==> config.mk <==
export PLATFORM = sky130hd
export DESIGN_NAME = port_pin_config_and_data
export DESIGN_NICKNAME = d
export VERILOG_FILES = /design/src/logic/port_pin_config_and_data.v /design/src/logic/gpio_port_slice.v
export VERILOG_INCLUDE_DIRS = /design/src /design/src/logic
export SDC_FILE = /design/constraint.sdc
export NUM_CORES = 1
export LEC_CHECK = 0
export BUFFER_PORTS_ARGS = -buffer_cell sky130_fd_sc_hd__buf_2
export CAP_MARGIN = 30
export CORE_ASPECT_RATIO = 0.75
export CORE_MARGIN = 2
export CORE_UTILIZATION = 35
export CTS_CLUSTER_SIZE = 14
export DETAILED_ROUTE_END_ITERATION = 10
export GPL_TIMING_DRIVEN = 0
export PLACE_DENSITY = 0.57
export SLEW_MARGIN = 20
export SYNTH_ARGS = -nofsm -noshare
export SYNTH_HDL_FRONTEND = slang
export SYNTH_SLANG_ARGS = --single-unit
==> constraint.sdc <==
create_clock -name clk -period 4.5 [get_ports clk]
set_input_delay 0.675 -clock clk [delete_from_list [all_inputs] [get_ports clk]]
set_output_delay 0.675 -clock clk [all_outputs]
set_load 0.02 [all_outputs]
==> src/logic/gpio_port_map.vh <==
// Constants for the four-port general-purpose pin block: register addresses,
// field positions, reset values and port widths.
// Assumes it is included by bare name from the design files of this block.
`ifndef GPIO_PORT_MAP_VH
`define GPIO_PORT_MAP_VH

// Special-function register byte addresses.
`define ADDR_PORT0_DATA 8'h80
`define ADDR_PORT1_DATA 8'h90
`define ADDR_PORT2_CFG 8'h9d
`define ADDR_PORT3_CFG 8'h9e
`define ADDR_PORT2_DATA 8'ha0
`define ADDR_PORT3_DATA 8'hb0

// Bit addresses: the upper five bits name the byte, the lower three the bit.
`define BIT_BYTE_MSB 7
`define BIT_BYTE_LSB 3
`define BIT_SEL_MSB 2

// Widths.
`define REG_W 8
`define NARROW_PORT_W 4
`define WIDE_PORT_W 8
`define CS_W 4

// Reset values.
`define CFG_RESET 8'h00
`define DATA_RESET 8'hff
`define READ_RESET 8'h00
`define FEED_IDLE 1'b1

// Port 2 configuration fields.
`define P2_SERIAL_IN 7
`define P2_SERIAL_OUT 6
`define P2_SERIAL_CLOCK 5
`define P2_SLAVE_SELECT 4
`define P2_CS_MSB 3
`define P2_CS_LSB 0

// Port 3 configuration fields.
`define P3_TWOWIRE_CLOCK 7
`define P3_TWOWIRE_DATA 6
`define P3_TIMER_B 5
`define P3_CAPTURE_B 4
`define P3_CAPTURE_A 3
`define P3_TIMER_A 2
`define P3_SERIAL0_RX 1
`define P3_SERIAL0_TX 0

`endif

==> src/logic/port_pin_config_and_data.v <==
// Four general-purpose ports on the processor's special-function bus:
// pin direction registers for ports 2 and 3, port data registers with
// byte and single-bit access, and the alternate peripheral routing.
// Assumes one synchronous clock, pins already synchronous, and port 0 and
// port 1 directions supplied by configuration logic outside this block.
//
// Functional notes
// - Port2 bits 7,5,4 clear: peripheral inputs.
// - Port2 bit 6 set: output, data-out.
// - Port2 bits 3..0 set: outputs, chip selects.
// - Port3 bits 7,6 set: two-wire clock/data outputs.
// - Port3 bits 5,2 clear: timer count inputs.
// - Port3 bits 4,3 clear: capture inputs.
// - Port3 bit 1 clear: serial receive input.
// - Port3 bit 0 set: serial transmit output.
// - Four ports, bit-addressable data registers.
// - Port0/1 upper nibbles unpinned, read zero.
// - Output pin without an enabled alternate function shows last written data.
// - Input pin read returns pin level.
// - Data one drives high, zero low.
// - Port3 config at 9EH, data B0H.
// - Reset leaves every Port2/3 pin an input.
// - Port2 config decoded at 9DH.
`timescale 1ns/1ps
`default_nettype none
`include "gpio_port_map.vh"

module port_pin_config_and_data #(
	parameter NARROW_W = `NARROW_PORT_W,
	parameter WIDE_W = `WIDE_PORT_W
) (
	input wire clk,
	input wire resetn,
	input wire [`REG_W-1:0] sfrAddr,
	input wire sfrWrite,
	input wire sfrRead,
	input wire [`REG_W-1:0] sfrWrData,
	output reg [`REG_W-1:0] sfrRdData,
	output wire sfrHit,
	input wire [`REG_W-1:0] bitAddr,
	input wire bitWrite,
	input wire bitRead,
	input wire bitWrData,
	output reg bitRdData,
	output wire bitHit,
	input wire [NARROW_W-1:0] port0OutSel,
	input wire [NARROW_W-1:0] port1OutSel,
	input wire [NARROW_W-1:0] p0PinIn,
	output wire [NARROW_W-1:0] p0PinOut,
	output wire [NARROW_W-1:0] p0PinOe,
	input wire [NARROW_W-1:0] p1PinIn,
	output wire [NARROW_W-1:0] p1PinOut,
	output wire [NARROW_W-1:0] p1PinOe,
	input wire [WIDE_W-1:0] p2PinIn,
	output wire [WIDE_W-1:0] p2PinOut,
	output wire [WIDE_W-1:0] p2PinOe,
	input wire [WIDE_W-1:0] p3PinIn,
	output wire [WIDE_W-1:0] p3PinOut,
	output wire [WIDE_W-1:0] p3PinOe,
	input wire spiEnable,
	input wire spiDataOut,
	input wire [`CS_W-1:0] spiChipSel,
	output reg spiDataIn,
	output reg spiClockIn,
	output reg spiSlaveSelIn,
	input wire twoWireEnable,
	input wire twoWireClockOut,
	input wire twoWireDataOut,
	input wire timerEnableA,
	input wire timerEnableB,
	output reg timerCountA,
	output reg timerCountB,
	output reg captureInputA,
	output reg captureInputB,
	input wire serial0Enable,
	input wire serial0TxData,
	output reg serial0RxData
);
	reg [`REG_W-1:0] port2Cfg_q;
	reg [`REG_W-1:0] port3Cfg_q;

	wire hitP0;
	wire hitP1;
	wire hitP2;
	wire hitP3;
	wire hitCfg2;
	wire hitCfg3;
	wire [`REG_W-1:0] bitByte;
	wire [`BIT_SEL_MSB:0] bitSel;
	wire bitP0;
	wire bitP1;
	wire bitP2;
	wire bitP3;
	wire [`REG_W-1:0] readP0;
	wire [`REG_W-1:0] readP1;
	wire [`REG_W-1:0] readP2;
	wire [`REG_W-1:0] readP3;
	wire [WIDE_W-1:0] p2Level;
	wire [WIDE_W-1:0] p3Level;
	wire [WIDE_W-1:0] p2AltEn;
	wire [WIDE_W-1:0] p2AltVal;
	wire [WIDE_W-1:0] p3AltEn;
	wire [WIDE_W-1:0] p3AltVal;
	reg [`REG_W-1:0] rdMux;
	reg [`REG_W-1:0] bitByteMux;

	// Byte address decode.
	assign hitP0 = (sfrAddr == `ADDR_PORT0_DATA);
	assign hitP1 = (sfrAddr == `ADDR_PORT1_DATA);
	assign hitP2 = (sfrAddr == `ADDR_PORT2_DATA);
	assign hitP3 = (sfrAddr == `ADDR_PORT3_DATA);
	assign hitCfg2 = (sfrAddr == `ADDR_PORT2_CFG);
	assign hitCfg3 = (sfrAddr == `ADDR_PORT3_CFG);
	assign sfrHit = hitP0 | hitP1 | hitP2 | hitP3 | hitCfg2 | hitCfg3;

	// Bit address decode: the bit space of each port sits on its byte address.
	assign bitByte = {bitAddr[`BIT_BYTE_MSB:`BIT_BYTE_LSB], {`BIT_BYTE_LSB{1'b0}}};
	assign bitSel = bitAddr[`BIT_SEL_MSB:0];
	assign bitP0 = (bitByte == `ADDR_PORT0_DATA);
	assign bitP1 = (bitByte == `ADDR_PORT1_DATA);
	assign bitP2 = (bitByte == `ADDR_PORT2_DATA);
	assign bitP3 = (bitByte == `ADDR_PORT3_DATA);
	assign bitHit = bitP0 | bitP1 | bitP2 | bitP3;

	// Configuration registers. Zero everywhere means every pin is an input.
	always @(posedge clk or negedge resetn) begin
		if (!resetn) begin
			port2Cfg_q <= `CFG_RESET;
			port3Cfg_q <= `CFG_RESET;
		end else if (sfrWrite) begin
			if (hitCfg2) begin
				port2Cfg_q <= sfrWrData;
			end
			if (hitCfg3) begin
				port3Cfg_q <= sfrWrData;
			end
		end
	end

	// Port 2 alternate outputs: data-out on bit 6, chip selects on bits 3..0.
	// Input-side bits carry no alternate output, so the latch drives them when set.
	assign p2AltEn[`P2_SERIAL_IN] = 1'b0;
	assign p2AltEn[`P2_SERIAL_OUT] = spiEnable;
	assign p2AltEn[`P2_SERIAL_CLOCK] = 1'b0;
	assign p2AltEn[`P2_SLAVE_SELECT] = 1'b0;
	assign p2AltEn[`P2_CS_MSB:`P2_CS_LSB] = {`CS_W{spiEnable}};
	assign p2AltVal[`P2_SERIAL_IN] = 1'b0;
	assign p2AltVal[`P2_SERIAL_OUT] = spiDataOut;
	assign p2AltVal[`P2_SERIAL_CLOCK] = 1'b0;
	assign p2AltVal[`P2_SLAVE_SELECT] = 1'b0;
	// Chip select bit 0 sits on pin 3, bit 3 on pin 0.
	assign p2AltVal[`P2_CS_MSB] = spiChipSel[0];
	assign p2AltVal[`P2_CS_MSB-1] = spiChipSel[1];
	assign p2AltVal[`P2_CS_LSB+1] = spiChipSel[2];
	assign p2AltVal[`P2_CS_LSB] = spiChipSel[3];

	// Port 3 alternate outputs: two-wire clock and data, serial transmit.
	assign p3AltEn[`P3_TWOWIRE_CLOCK] = twoWireEnable;
	assign p3AltEn[`P3_TWOWIRE_DATA] = twoWireEnable;
	assign p3AltEn[`P3_TIMER_B] = 1'b0;
	assign p3AltEn[`P3_CAPTURE_B] = 1'b0;
	assign p3AltEn[`P3_CAPTURE_A] = 1'b0;
	assign p3AltEn[`P3_TIMER_A] = 1'b0;
	assign p3AltEn[`P3_SERIAL0_RX] = 1'b0;
	assign p3AltEn[`P3_SERIAL0_TX] = serial0Enable;
	assign p3AltVal[`P3_TWOWIRE_CLOCK] = twoWireClockOut;
	assign p3AltVal[`P3_TWOWIRE_DATA] = twoWireDataOut;
	assign p3AltVal[`P3_TIMER_B] = 1'b0;
	assign p3AltVal[`P3_CAPTURE_B] = 1'b0;
	assign p3AltVal[`P3_CAPTURE_A] = 1'b0;
	assign p3AltVal[`P3_TIMER_A] = 1'b0;
	assign p3AltVal[`P3_SERIAL0_RX] = 1'b0;
	assign p3AltVal[`P3_SERIAL0_TX] = serial0TxData;

	gpio_port_slice #(
		.PIN_W(NARROW_W)
	) port0 (
		.clk(clk),
		.resetn(resetn),
		.byteWrite(sfrWrite & hitP0),
		.bitWrite(bitWrite & bitP0),
		.bitSel(bitSel),
		.wrData(sfrWrData),
		.bitWrData(bitWrData),
		.dirOut(port0OutSel),
		.altEn({NARROW_W{1'b0}}),
		.altVal({NARROW_W{1'b0}}),
		.pinIn(p0PinIn),
		.pinOut(p0PinOut),
		.pinOe(p0PinOe),
		.pinLevel(),
		.readValue(readP0)
	);

	gpio_port_slice #(
		.PIN_W(NARROW_W)
	) port1 (
		.clk(clk),
		.resetn(resetn),
		.byteWrite(sfrWrite & hitP1),
		.bitWrite(bitWrite & bitP1),
		.bitSel(bitSel),
		.wrData(sfrWrData),
		.bitWrData(bitWrData),
		.dirOut(port1OutSel),
		.altEn({NARROW_W{1'b0}}),
		.altVal({NARROW_W{1'b0}}),
		.pinIn(p1PinIn),
		.pinOut(p1PinOut),
		.pinOe(p1PinOe),
		.pinLevel(),
		.readValue(readP1)
	);

	gpio_port_slice #(
		.PIN_W(WIDE_W)
	) port2 (
		.clk(clk),
		.resetn(resetn),
		.byteWrite(sfrWrite & hitP2),
		.bitWrite(bitWrite & bitP2),
		.bitSel(bitSel),
		.wrData(sfrWrData),
		.bitWrData(bitWrData),
		.dirOut(port2Cfg_q[WIDE_W-1:0]),
		.altEn(p2AltEn),
		.altVal(p2AltVal),
		.pinIn(p2PinIn),
		.pinOut(p2PinOut),
		.pinOe(p2PinOe),
		.pinLevel(p2Level),
		.readValue(readP2)
	);

	gpio_port_slice #(
		.PIN_W(WIDE_W)
	) port3 (
		.clk(clk),
		.resetn(resetn),
		.byteWrite(sfrWrite & hitP3),
		.bitWrite(bitWrite & bitP3),
		.bitSel(bitSel),
		.wrData(sfrWrData),
		.bitWrData(bitWrData),
		.dirOut(port3Cfg_q[WIDE_W-1:0]),
		.altEn(p3AltEn),
		.altVal(p3AltVal),
		.pinIn(p3PinIn),
		.pinOut(p3PinOut),
		.pinOe(p3PinOe),
		.pinLevel(p3Level),
		.readValue(readP3)
	);

	// Peripheral input feeds. A pin set to output no longer feeds its peripheral,
	// which then sees the idle high that the pull-up would give.
	always @(posedge clk or negedge resetn) begin
		if (!resetn) begin
			spiDataIn <= `FEED_IDLE;
			spiClockIn <= `FEED_IDLE;
			spiSlaveSelIn <= `FEED_IDLE;
			timerCountA <= `FEED_IDLE;
			timerCountB <= `FEED_IDLE;
			captureInputA <= `FEED_IDLE;
			captureInputB <= `FEED_IDLE;
			serial0RxData <= `FEED_IDLE;
		end else begin
			spiDataIn <= port2Cfg_q[`P2_SERIAL_IN] ? `FEED_IDLE : p2Level[`P2_SERIAL_IN];
			spiClockIn <= port2Cfg_q[`P2_SERIAL_CLOCK] ? `FEED_IDLE : p2Level[`P2_SERIAL_CLOCK];
			spiSlaveSelIn <= port2Cfg_q[`P2_SLAVE_SELECT] ? `FEED_IDLE : p2Level[`P2_SLAVE_SELECT];
			timerCountA <= (!timerEnableA || port3Cfg_q[`P3_TIMER_A]) ? `FEED_IDLE : p3Level[`P3_TIMER_A];
			timerCountB <= (!timerEnableB || port3Cfg_q[`P3_TIMER_B]) ? `FEED_IDLE : p3Level[`P3_TIMER_B];
			captureInputA <= port3Cfg_q[`P3_CAPTURE_A] ? `FEED_IDLE : p3Level[`P3_CAPTURE_A];
			captureInputB <= port3Cfg_q[`P3_CAPTURE_B] ? `FEED_IDLE : p3Level[`P3_CAPTURE_B];
			serial0RxData <= port3Cfg_q[`P3_SERIAL0_RX] ? `FEED_IDLE : p3Level[`P3_SERIAL0_RX];
		end
	end

	// Byte read multiplexer; unmapped addresses read zero.
	always @* begin
		rdMux = `READ_RESET;
		case (1'b1)
			hitP0: rdMux = readP0;
			hitP1: rdMux = readP1;
			hitP2: rdMux = readP2;
			hitP3: rdMux = readP3;
			hitCfg2: rdMux = port2Cfg_q;
			hitCfg3: rdMux = port3Cfg_q;
			default: rdMux = `READ_RESET;
		endcase
	end

	always @* begin
		bitByteMux = `READ_RESET;
		case (1'b1)
			bitP0: bitByteMux = readP0;
			bitP1: bitByteMux = readP1;
			bitP2: bitByteMux = readP2;
			bitP3: bitByteMux = readP3;
			default: bitByteMux = `READ_RESET;
		endcase
	end

	// Read data are held until the next read so the processor may sample late.
	always @(posedge clk or negedge resetn) begin
		if (!resetn) begin
			sfrRdData <= `READ_RESET;
			bitRdData <= 1'b0;
		end else begin
			if (sfrRead) begin
				sfrRdData <= rdMux;
			end
			if (bitRead) begin
				bitRdData <= bitByteMux[bitSel];
			end
		end
	end
endmodule // port_pin_config_and_data

`default_nettype wire

==> src/logic/gpio_port_slice.v <==
// One port: its data latch with byte and single-bit writes, the pin driver
// and the read value. Assumes direction and alternate-function controls come
// from the parent, all on the same clock.
`timescale 1ns/1ps
`default_nettype none
`include "gpio_port_map.vh"

module gpio_port_slice #(
	parameter PIN_W = 8
) (
	input wire clk,
	input wire resetn,
	input wire byteWrite,
	input wire bitWrite,
	input wire [`BIT_SEL_MSB:0] bitSel,
	input wire [`REG_W-1:0] wrData,
	input wire bitWrData,
	input wire [PIN_W-1:0] dirOut,
	input wire [PIN_W-1:0] altEn,
	input wire [PIN_W-1:0] altVal,
	input wire [PIN_W-1:0] pinIn,
	output reg [PIN_W-1:0] pinOut,
	output reg [PIN_W-1:0] pinOe,
	output wire [PIN_W-1:0] pinLevel,
	output wire [`REG_W-1:0] readValue
);
	reg [`REG_W-1:0] latch_q;
	reg [PIN_W-1:0] sample_q;
	reg [`REG_W-1:0] readMix;
	integer i;

	always @(posedge clk or negedge resetn) begin
		if (!resetn) begin
			latch_q <= `DATA_RESET;
		end else if (byteWrite) begin
			latch_q <= wrData;
		end else if (bitWrite) begin
			latch_q[bitSel] <= bitWrData;
		end
	end

	always @(posedge clk or negedge resetn) begin
		if (!resetn) begin
			sample_q <= {PIN_W{1'b0}};
			pinOut <= {PIN_W{1'b0}};
			pinOe <= {PIN_W{1'b0}};
		end else begin
			sample_q <= pinIn;
			// Alternate function wins over the latch only while its peripheral is on.
			pinOut <= (altEn & altVal) | (~altEn & latch_q[PIN_W-1:0]);
			pinOe <= dirOut;
		end
	end

	assign pinLevel = sample_q;

	// Unpinned upper bits read as zero so no stale latch looks like a level.
	always @* begin
		readMix = {`REG_W{1'b0}};
		for (i = 0; i < PIN_W; i = i + 1) begin
			readMix[i] = dirOut[i] ? latch_q[i] : sample_q[i];
		end
	end

	assign readValue = readMix;
endmodule // gpio_port_slice

`default_nettype wire

## Word level (Yosys, flattened, before mapping)

Index checks and enable logic that the tools add are counted.

| cells by class | value |
|---|---|
| bitwise logic cells | 24 |
| order comparisons | 2 |
| mux-type cells | 58 |
| reduce and logical (&&, ||, !) cells | 11 |
| eq/ne operators | 10 |

Operators by type and width:

| cell | number |
|---|---|
| $mux 8 | 18 |
| $eq 8x8->1 const B | 6 |
| $mux 1 | 34 |
| $bwmux 8 | 4 |
| $and 8x8->8 | 3 |
| $eq 5x5->1 const B | 4 |
| $or 8x8->8 | 2 |
| $and 1x1->1 | 8 |
| $not 7->8 | 1 |
| $not 8->8 | 1 |
| $or 1x1->1 | 8 |
| $reduce_bool 2->1 | 4 |
| $and 7x7->7 | 1 |
| $lt 3x4->1 const B | 1 |
| $reduce_and 2->1 | 2 |
| $bmux 1 s3 | 1 |
| $demux 1 s3 | 1 |
| $ge 3x1->1 const B | 1 |
| $logic_not 1->1 | 2 |
| $logic_or 1x1->1 | 2 |
| $logic_and 1x1->1 | 1 |

| word-level totals | value |
|---|---|
| bits of input ports | 76 |
| register bits | 137 |

## Longest topological paths before layout

Gate-level depths: netlist of the first run.

| depth | value |
|---|---|
| depth after elaboration | 7 |
| mapped depth | 7 |
| depth with buffers taken out | 5 |

## Hierarchy

A second synthesis of the first run with hierarchy kept.

| unflattened totals | value |
|---|---|
| cells, all modules | 458 |
| area total of the unflattened synthesis | 6062.1 µm² |

By module, submodules not included:

| module | cells each | times used | area each (µm²) |
|---|---|---|---|
| gpio_port_slice (port2 ...) | 82 | 2 | 1234.9 |
| port_pin_config_and_data | 212 | 1 | 2268.4 |
| gpio_port_slice (port0 ...) | 41 | 2 | 661.9 |

## Worst setup path before layout of the first run

OpenSTA, ideal clock, no wires.

| path | value |
|---|---|
| path type | input -> output |
| start point | input port sfrAddr[6] |
| end point | output port sfrHit |
| arrival time | 1.676 ns |
| stages on the path | 3 |
| buffers on the path | 0 |
| required time | 3.825 ns |
| slack | 2.149 ns |
| cell sequence | and2b_1 > nand4_2 > o21ai_0 |

| between the ends | value |
|---|---|
| word-level cells in the longest chain between the ends | 6 |

RTL lines:

| what | line | source |
|---|---|---|
| from (decl) | port_pin_config_and_data.v:34 | `` input wire [`REG_W-1:0] sfrAddr, `` |
| $eq 8x8->1 (no line) | - |  |
| $or 1x1->1 (4 in a row) | port_pin_config_and_data.v:114 | `assign sfrHit = hitP0 \| hitP1 \| hitP2 \| hitP3 \| hitCfg2 \| hitCfg3;` |
| $or 1x1->1 * | port_pin_config_and_data.v:114 |  |
| to (decl) | port_pin_config_and_data.v:39 | `output wire sfrHit,` |

Every way passes the cells marked *; elsewhere a longest branch is shown, timed or not.

## Final worst setup path of the first run

| path | value |
|---|---|
| start point | input port sfrAddr[0] |
| end point | output port sfrHit |

The elaborated chain is that of the path after synthesis.

==> impl_metrics.json, run 1 <==
{
  "coreArea_sq_mm": 0.01518,
  "crit_path_frequent_cell": "buf_2",
  "max_freq_ghz": 0.3656,
  "postCtsHoldBufs": 0,
  "grt_pass1_vias": 4102,
  "yosys_warnings": 0,
  "drc": 0,
  "area_growth_syn_to_layout_pct": 30.04,
  "power.density_mw_per_mm2": 434.3,
  "seq_area_frac_synth_pct": 60.35,
  "post_drt_via_cell_ratio": 4.990,
  "syn-num-nets": 501,
  "fp.dieW_um": 147.6,
  "grt_max_degree": 83,
  "synth_top_area_share_pct": 44.82,
  "critPathCapture": "sfrHit",
  "final-hold-violation-count": 0,
  "path_class": "input pin to output port",
  "drtIter0Drc": 218,
  "combinationalPowerShare_pct": 10.0,
  "cts.sinks": 129,
  "pwr-share-seq_pct": 42.8,
  "antenna_cells": 0,
  "synthFlopType": "dfrtp_1",
  "synthesis.area_sq_mm": 0.005415,
  "grt_setup_unrepaired": "false",
  "critPathMaxStageDelay_ns": 0.54,
  "r2r_start": "port2Cfg_q[2]",
  "syn_avg_cell_area_sq_um": 12.74,
  "h-tree-depth": 4,
  "path_max_fanout": 10,
  "path_clk_slew_ns": 0.05,
  "arrival_ns": 2.06,
  "setup_tns_ns": 0,
  "ioPinCount": 143,
  "cts_resized": 0,
  "setup_viol": 0,
  "finalCritPeriodShare_pct": 60.79,
  "grt_pass1_wl_um": 23220,
  "r2r_slack_ns": 2.86,
  "die_h_um": 111.7,
  "cts_tree": "yes",
  "yosys-top-cells-area": "dfrtp_1, dfstp_2, mux2_2",
  "path_cells": "buf_2 > nor2b_1 > clkbuf_1 > nor2_1 > o21ai_0 > buf_2",
  "ant_nets": 0,
  "num_vias": 4017,
  "grt-ovfl-total": 0,
  "r2r_end": "bitRdData",
  "portBuffers": 141,
  "internal_power_uw": 2335,
  "clockRootBuffer": "clkbuf_16",
  "synth.distinct_cells": 51,
  "dp_hpwl_um": 10800,
  "cp.buffers_inverters": 3,
  "drv_slew": 0,
  "r2r_cells": 5,
  "final_nets": 663,
  "min-delay-path-class": "input pin to async pin",
  "p_clk_share_pct": 47.2,
  "synthArstFlopShare_pct": 100.0,
  "clock_latency_ns": 0.42,
  "rows": 39,
  "gp_congestion": 0.8551,
  "cp_num_cells": 6,
  "p_sw_share_pct": 23.65,
  "cp-start-kind": "input pin",
  "synth-edff-count": 0,
  "cap_violations": 0,
  "dr.pass1.iters": 5,
  "finClkSkew_ns": 0.01094,
  "run_status": "completed",
  "endpoint_kind": "output port",
  "clk_path_buf_depth": 2,
  "slew_headroom_pct": 53.89,
  "tightest_slew_ns": 0.6917,
  "crit_family": "buffers and inverters",
  "cp.required_ns": 3.83,
  "cts_setup_buffers": 0,
  "routed_wl_um": 14960,
  "start_util_pct": 35.68,
  "cp-startpoint": "sfrAddr[0]",
  "cts_buffers": 17,
  "drive_above_1_share_pct": 46.33,
  "ir_drop_mv": 0.2298,
  "period_minus_slack_ns": 2.736,
  "grtUsageTotal_pct": 18.92,
  "wl_per_cell_um": 18.59,
  "synth-seq-cells": 129,
  "dieArea_sq_mm": 0.01649,
  "yosysTopAreaCell": "dfrtp_1",
  "hold_slack_ns": 0.1552,
  "power.static_leakage_uw": 0.003373,
  "cp_slowest_cell": "clkbuf_1",
  "switching_power_uw": 723.4,
  "antenna_found_initial": 1,
  "synthCells": 425
}
## worst register-to-register path: stages, from the launching register on
cell and delay [ns]:
dfrtp_1 0.41, mux2_2 0.38, o22ai_1 0.16, nor3_1 0.10
o41ai_1 0.34, nand3_1 0.11
## cell usage after synthesis, types with 2 or more instances
library cell / count
buf_6: 2
o22ai_1: 7
nor3_1: 5
o21ai_0: 19
clkbuf_1: 5
nor4b_2: 4
mux2_2: 43
nand2_1: 38
a22oi_1: 11
or2_2: 8
inv_1: 8
and3_1: 2
buf_2: 8
mux2i_1: 38
a21oi_1: 14
o32ai_1: 2
dfstp_2: 32
nor2b_1: 5
and3b_1: 4
nor2_1: 29
a31o_1: 2
nand3_2: 2
o211ai_1: 3
o221ai_1: 2
nand2b_1: 2
or4_1: 3
nand3_1: 5
nor3b_1: 3
dfrtp_1: 97
## how the worst min path moves through the flow
stage | startpoint | to | depth (start not counted)
after floorplan | resetn | bitRdData | 0
final | resetn | sfrRdData[1] | 1
after global routing | resetn | port1.pinOe[3] | 1
after detailed placement | port0.latch_q[2] | port0.pinOut[2] | 0
after CTS | resetn | sfrRdData[1] | 1
after global placement | port1.latch_q[2] | port1.pinOut[2] | 0
## layout make-up
type / count / area (sq um)
Multi-Input combinational cell: 270 / 2023
Clock inverter: 10 / 157.7
Inverter: 9 / 33.78
Timing Repair Buffer: 143 / 748.2
Buffer: 17 / 90.09
Tap cell: 205 / 256.5
Sequential cell: 129 / 3268
Fill cell: 1468 / 8134
Clock buffer: 22 / 464.2
## stage by stage
stage          std cells  setup slack [ns]  util [%]  instance area (sq um)  total power [uW]
2_1_floorplan        425             2.149         -                   5415              1472
3_3_place_gp         771             1.088     42.02                   6377              1625
3_5_place_dp         772             1.820     42.27                   6415              1636
4_1_cts              804             1.818     46.37                   7037              3099
5_1_grt              805             1.724     46.40                   7042              3185
6_report             805             1.764     46.40                   7042              3059
## per-layer routing
| metal | up-vias | global-route usage, % | wire, um |
|---|---|---|---|
| met5 | - | 0 | 0 |
| met4 | 0 | 5.705 | 178 |
| met3 | 16 | 6.926 | 1350 |
| met2 | 170 | 25.95 | 6251 |
| met1 | 1976 | 27.81 | 7181 |
| li1 | 1855 | - | - |
## kinds of logic (layout without fill, tap and decap cells)
family / after synthesis / in the layout / synth area share (%)
AOI/OAI and AO/OA: 65 / 65 / 7.510
and+or+nand+nor: 122 / 122 / 12.99
buffers and inverters: 26 / 201 / 2.287
muxes: 83 / 83 / 16.87
DFF: 129 / 129 / 60.35
## layout by cell type, fill, tap and decap left out, drive strengths merged, types with 2 or more instances in the layout
master,synthesis,layout
a21oi,14,14
a22oi,11,11
a31o,2,2
and3,2,2
and3b,4,4
buf,11,154
bufinv,0,4
clkbuf,6,28
clkinv,1,4
clkinvlp,0,3
dfrtp,97,97
dfstp,32,32
inv,8,8
mux2,43,43
mux2i,38,38
mux4,2,2
nand2,39,39
nand2b,2,2
nand3,7,7
nand4,3,3
nor2,29,29
nor2b,5,5
nor3,5,5
nor3b,4,4
nor4,2,2
nor4b,4,4
o211ai,3,3
o21ai,19,19
o221ai,2,2
o22ai,7,7
o32ai,2,2
or2,9,9
or4,3,3
## power groups by stage
stage / Sequential (uW) / Combinational [uW] / Clock (uW)
4_1_cts: 1310 / 310 / 1480
5_1_grt: 1320 / 333 / 1530
6_report: 1310 / 306 / 1440
3_3_place_gp: 1330 / 300 / 0
2_1_floorplan: 1360 / 111 / 0
3_5_place_dp: 1330 / 309 / 0
Note: power is estimated with default switching activity, not from simulation.
==> inputs of run 2 (changes only) <==
--- a/config.mk
+++ b/config.mk
@@ -14,7 +14,7 @@
 export CTS_CLUSTER_SIZE = 14
 export DETAILED_ROUTE_END_ITERATION = 10
 export GPL_TIMING_DRIVEN = 0
-export PLACE_DENSITY = 0.57
+export PLACE_DENSITY = 0.59
 export SLEW_MARGIN = 20
 export SYNTH_ARGS = -nofsm -noshare
 export SYNTH_HDL_FRONTEND = slang
==> constraint.sdc (replaced) <==
create_clock -name clk -period 2.2 [get_ports clk]
set_input_delay 0.33 -clock clk [delete_from_list [all_inputs] [get_ports clk]]
set_output_delay 0.33 -clock clk [all_outputs]
set_load 0.02 [all_outputs]
==> run 2 against run 1 <==
Against the previous run: critical path depth stayed put; worst setup slack worse by 1.5 ns; first-iteration DRC count is 20% higher; sequential share of layout area is 1.6 points lower; routed wire length is 2.4% higher; non-clock buffer count is 20 higher; register-to-register slack worse by 2.3 ns; count of clock-buffer cells in the layout is 3 lower.
==> impl_metrics.json, run 2 (synthesized netlist as in run 1, its figures left out) <==
{
  "grt_max_degree": 81,
  "wl_per_cell_um": 18.58,
  "finalCritPeriodShare_pct": 90.11,
  "max_freq_ghz": 0.5044,
  "die_h_um": 111.7,
  "cts_buffers": 17,
  "clockRootBuffer": "clkbuf_16",
  "switching_power_uw": 1537,
  "cap_violations": 0,
  "cp-start-kind": "input pin",
  "routed_wl_um": 15330,
  "coreArea_sq_mm": 0.01518,
  "num_vias": 4128,
  "finalPower_uw": 6542,
  "p_clk_share_pct": 49.1,
  "dieArea_sq_mm": 0.01649,
  "cp.required_ns": 1.87,
  "ant_nets": 0,
  "finClkSkew_ns": 0.006050,
  "clock_latency_ns": 0.43,
  "run_status": "completed",
  "period_minus_slack_ns": 1.982,
  "setup_viol": 0,
  "combinationalPowerShare_pct": 10.0,
  "drc": 0,
  "post_drt_via_cell_ratio": 5.004,
  "final_nets": 683,
  "path_class": "input pin to output port",
  "p_sw_share_pct": 23.49,
  "postCtsHoldBufs": 18,
  "dr.pass1.iters": 7,
  "grt_pass1_vias": 4212,
  "portBuffers": 141,
  "rows": 39,
  "crit_path_frequent_cell": "buf_2",
  "internal_power_uw": 5005,
  "antenna_cells": 0,
  "power.static_leakage_uw": 0.003478,
  "clk_path_buf_depth": 2,
  "grt_pass1_wl_um": 23880,
  "path_max_fanout": 10,
  "cts_setup_buffers": 0,
  "power.density_mw_per_mm2": 896.9,
  "gp_congestion": 0.8565,
  "grt-ovfl-total": 0,
  "drtIter0Drc": 262,
  "cts_resized": 0,
  "r2r_slack_ns": 0.56,
  "layout_common_cells": "buf_2, dfrtp_1, mux2_2",
  "final_common_cell": "buf_2",
  "start_util_pct": 35.68,
  "cts_tree": "yes",
  "fp.dieW_um": 147.6,
  "cp.buffers_inverters": 3,
  "final-hold-violation-count": 0,
  "num-fill-cells": 1404,
  "dp_hpwl_um": 10970,
  "drv_slew": 0,
  "instances_no_fill": 825,
  "cts.sinks": 129,
  "tightest_slew_ns": 0.6968,
  "crit_family": "buffers and inverters",
  "place_ws_ns": -0.05004,
  "setup_tns_ns": 0,
  "antenna_found_initial": 1,
  "finalWorstSetupSlack_ns": 0.2176,
  "dp_cells": 772,
  "grtUsageTotal_pct": 19.55,
  "path_clk_slew_ns": 0.05,
  "area_growth_syn_to_layout_pct": 34.68,
  "arrival_ns": 1.65,
  "h-tree-depth": 4,
  "slew_headroom_pct": 53.55,
  "ioPinCount": 143,
  "grt_setup_unrepaired": "false",
  "ir_drop_mv": 0.5010,
  "path_cells": "buf_2 > nor2b_1 > clkbuf_1 > nor2_1 > o21ai_0 > buf_2",
  "min-delay-path-class": "input pin to register",
  "pwr-share-seq_pct": 40.9,
  "drive_above_1_share_pct": 45.16,
  "critPathMaxStageDelay_ns": 0.55,
  "cp_slowest_cell": "clkbuf_1",
  "endpoint_kind": "output port"
}
## run 2: changes by cell type in the layout (fill, tap and decap cells not counted)
cell | previous run | this run
buf_6 | 2 | 3
buf_8 | 1 | 0
bufinv_16 | 4 | 6
clkbuf_1 | 8 | 6
clkbuf_8 | 2 | 1
clkinv_2 | 3 | 1
clkinv_4 | 0 | 3
dlygate4sd3_1 | 0 | 20
## run 2: area by class of cell
cell class	count	area, sq um	share of cell area [%]
sequential	129	3268	44.81
multi-input combinational	270	2023	27.74
timing repair buffer	163	944.7	12.95
clock buffer	19	442.9	6.073
tap	205	256.5	3.517
clock inverter	13	234.0	3.208
buffer	17	90.09	1.235
inverter	9	33.78	0.4632
## run 2: power groups by stage
stage	clock network, uW	registers [uW]	logic [uW]
3_3_place_gp	0	2710	612
5_1_grt	3400	2700	710
4_1_cts	3290	2680	656
2_1_floorplan	0	2780	228
3_5_place_dp	0	2720	629
6_report	3210	2680	653
## run 2: path summary, 6_finish.rpt
path	end	startpoint	cells after the start
max	sfrHit	sfrAddr[0]	6
min	port2.pinLevel[3]	p2PinIn[3]	1
max reg2reg	bitRdData	port2Cfg_q[2]	5
min reg2reg	port1.pinOut[2]	port1.latch_q[2]	0
max in group asynchronous	timerCountB	resetn	3
min in group asynchronous	port0.pinOe[3]	resetn	2
## run 2: through the flow
stage | instance area [sq um] | hold slack (ns) | util, %
2_1_floorplan | 5415 | 0.03441 | -
3_3_place_gp | 6377 | 0.4006 | 42.02
3_5_place_dp | 6411 | 0.3045 | 42.25
4_1_cts | 7268 | 0.0007302 | 47.89
5_1_grt | 7293 | 0.002584 | 48.06
6_report | 7293 | 0.01731 | 48.06
## run 2: routing by layer
layer / track usage, % / part of all wire (%) / vias to the layer above
met5: 0 / 0 / -
met4: 6.090 / 1.2 / 0
met3: 6.434 / 7.5 / 19
met2: 27.22 / 42 / 177
met1: 28.80 / 49 / 2043
li1: - / - / 1889
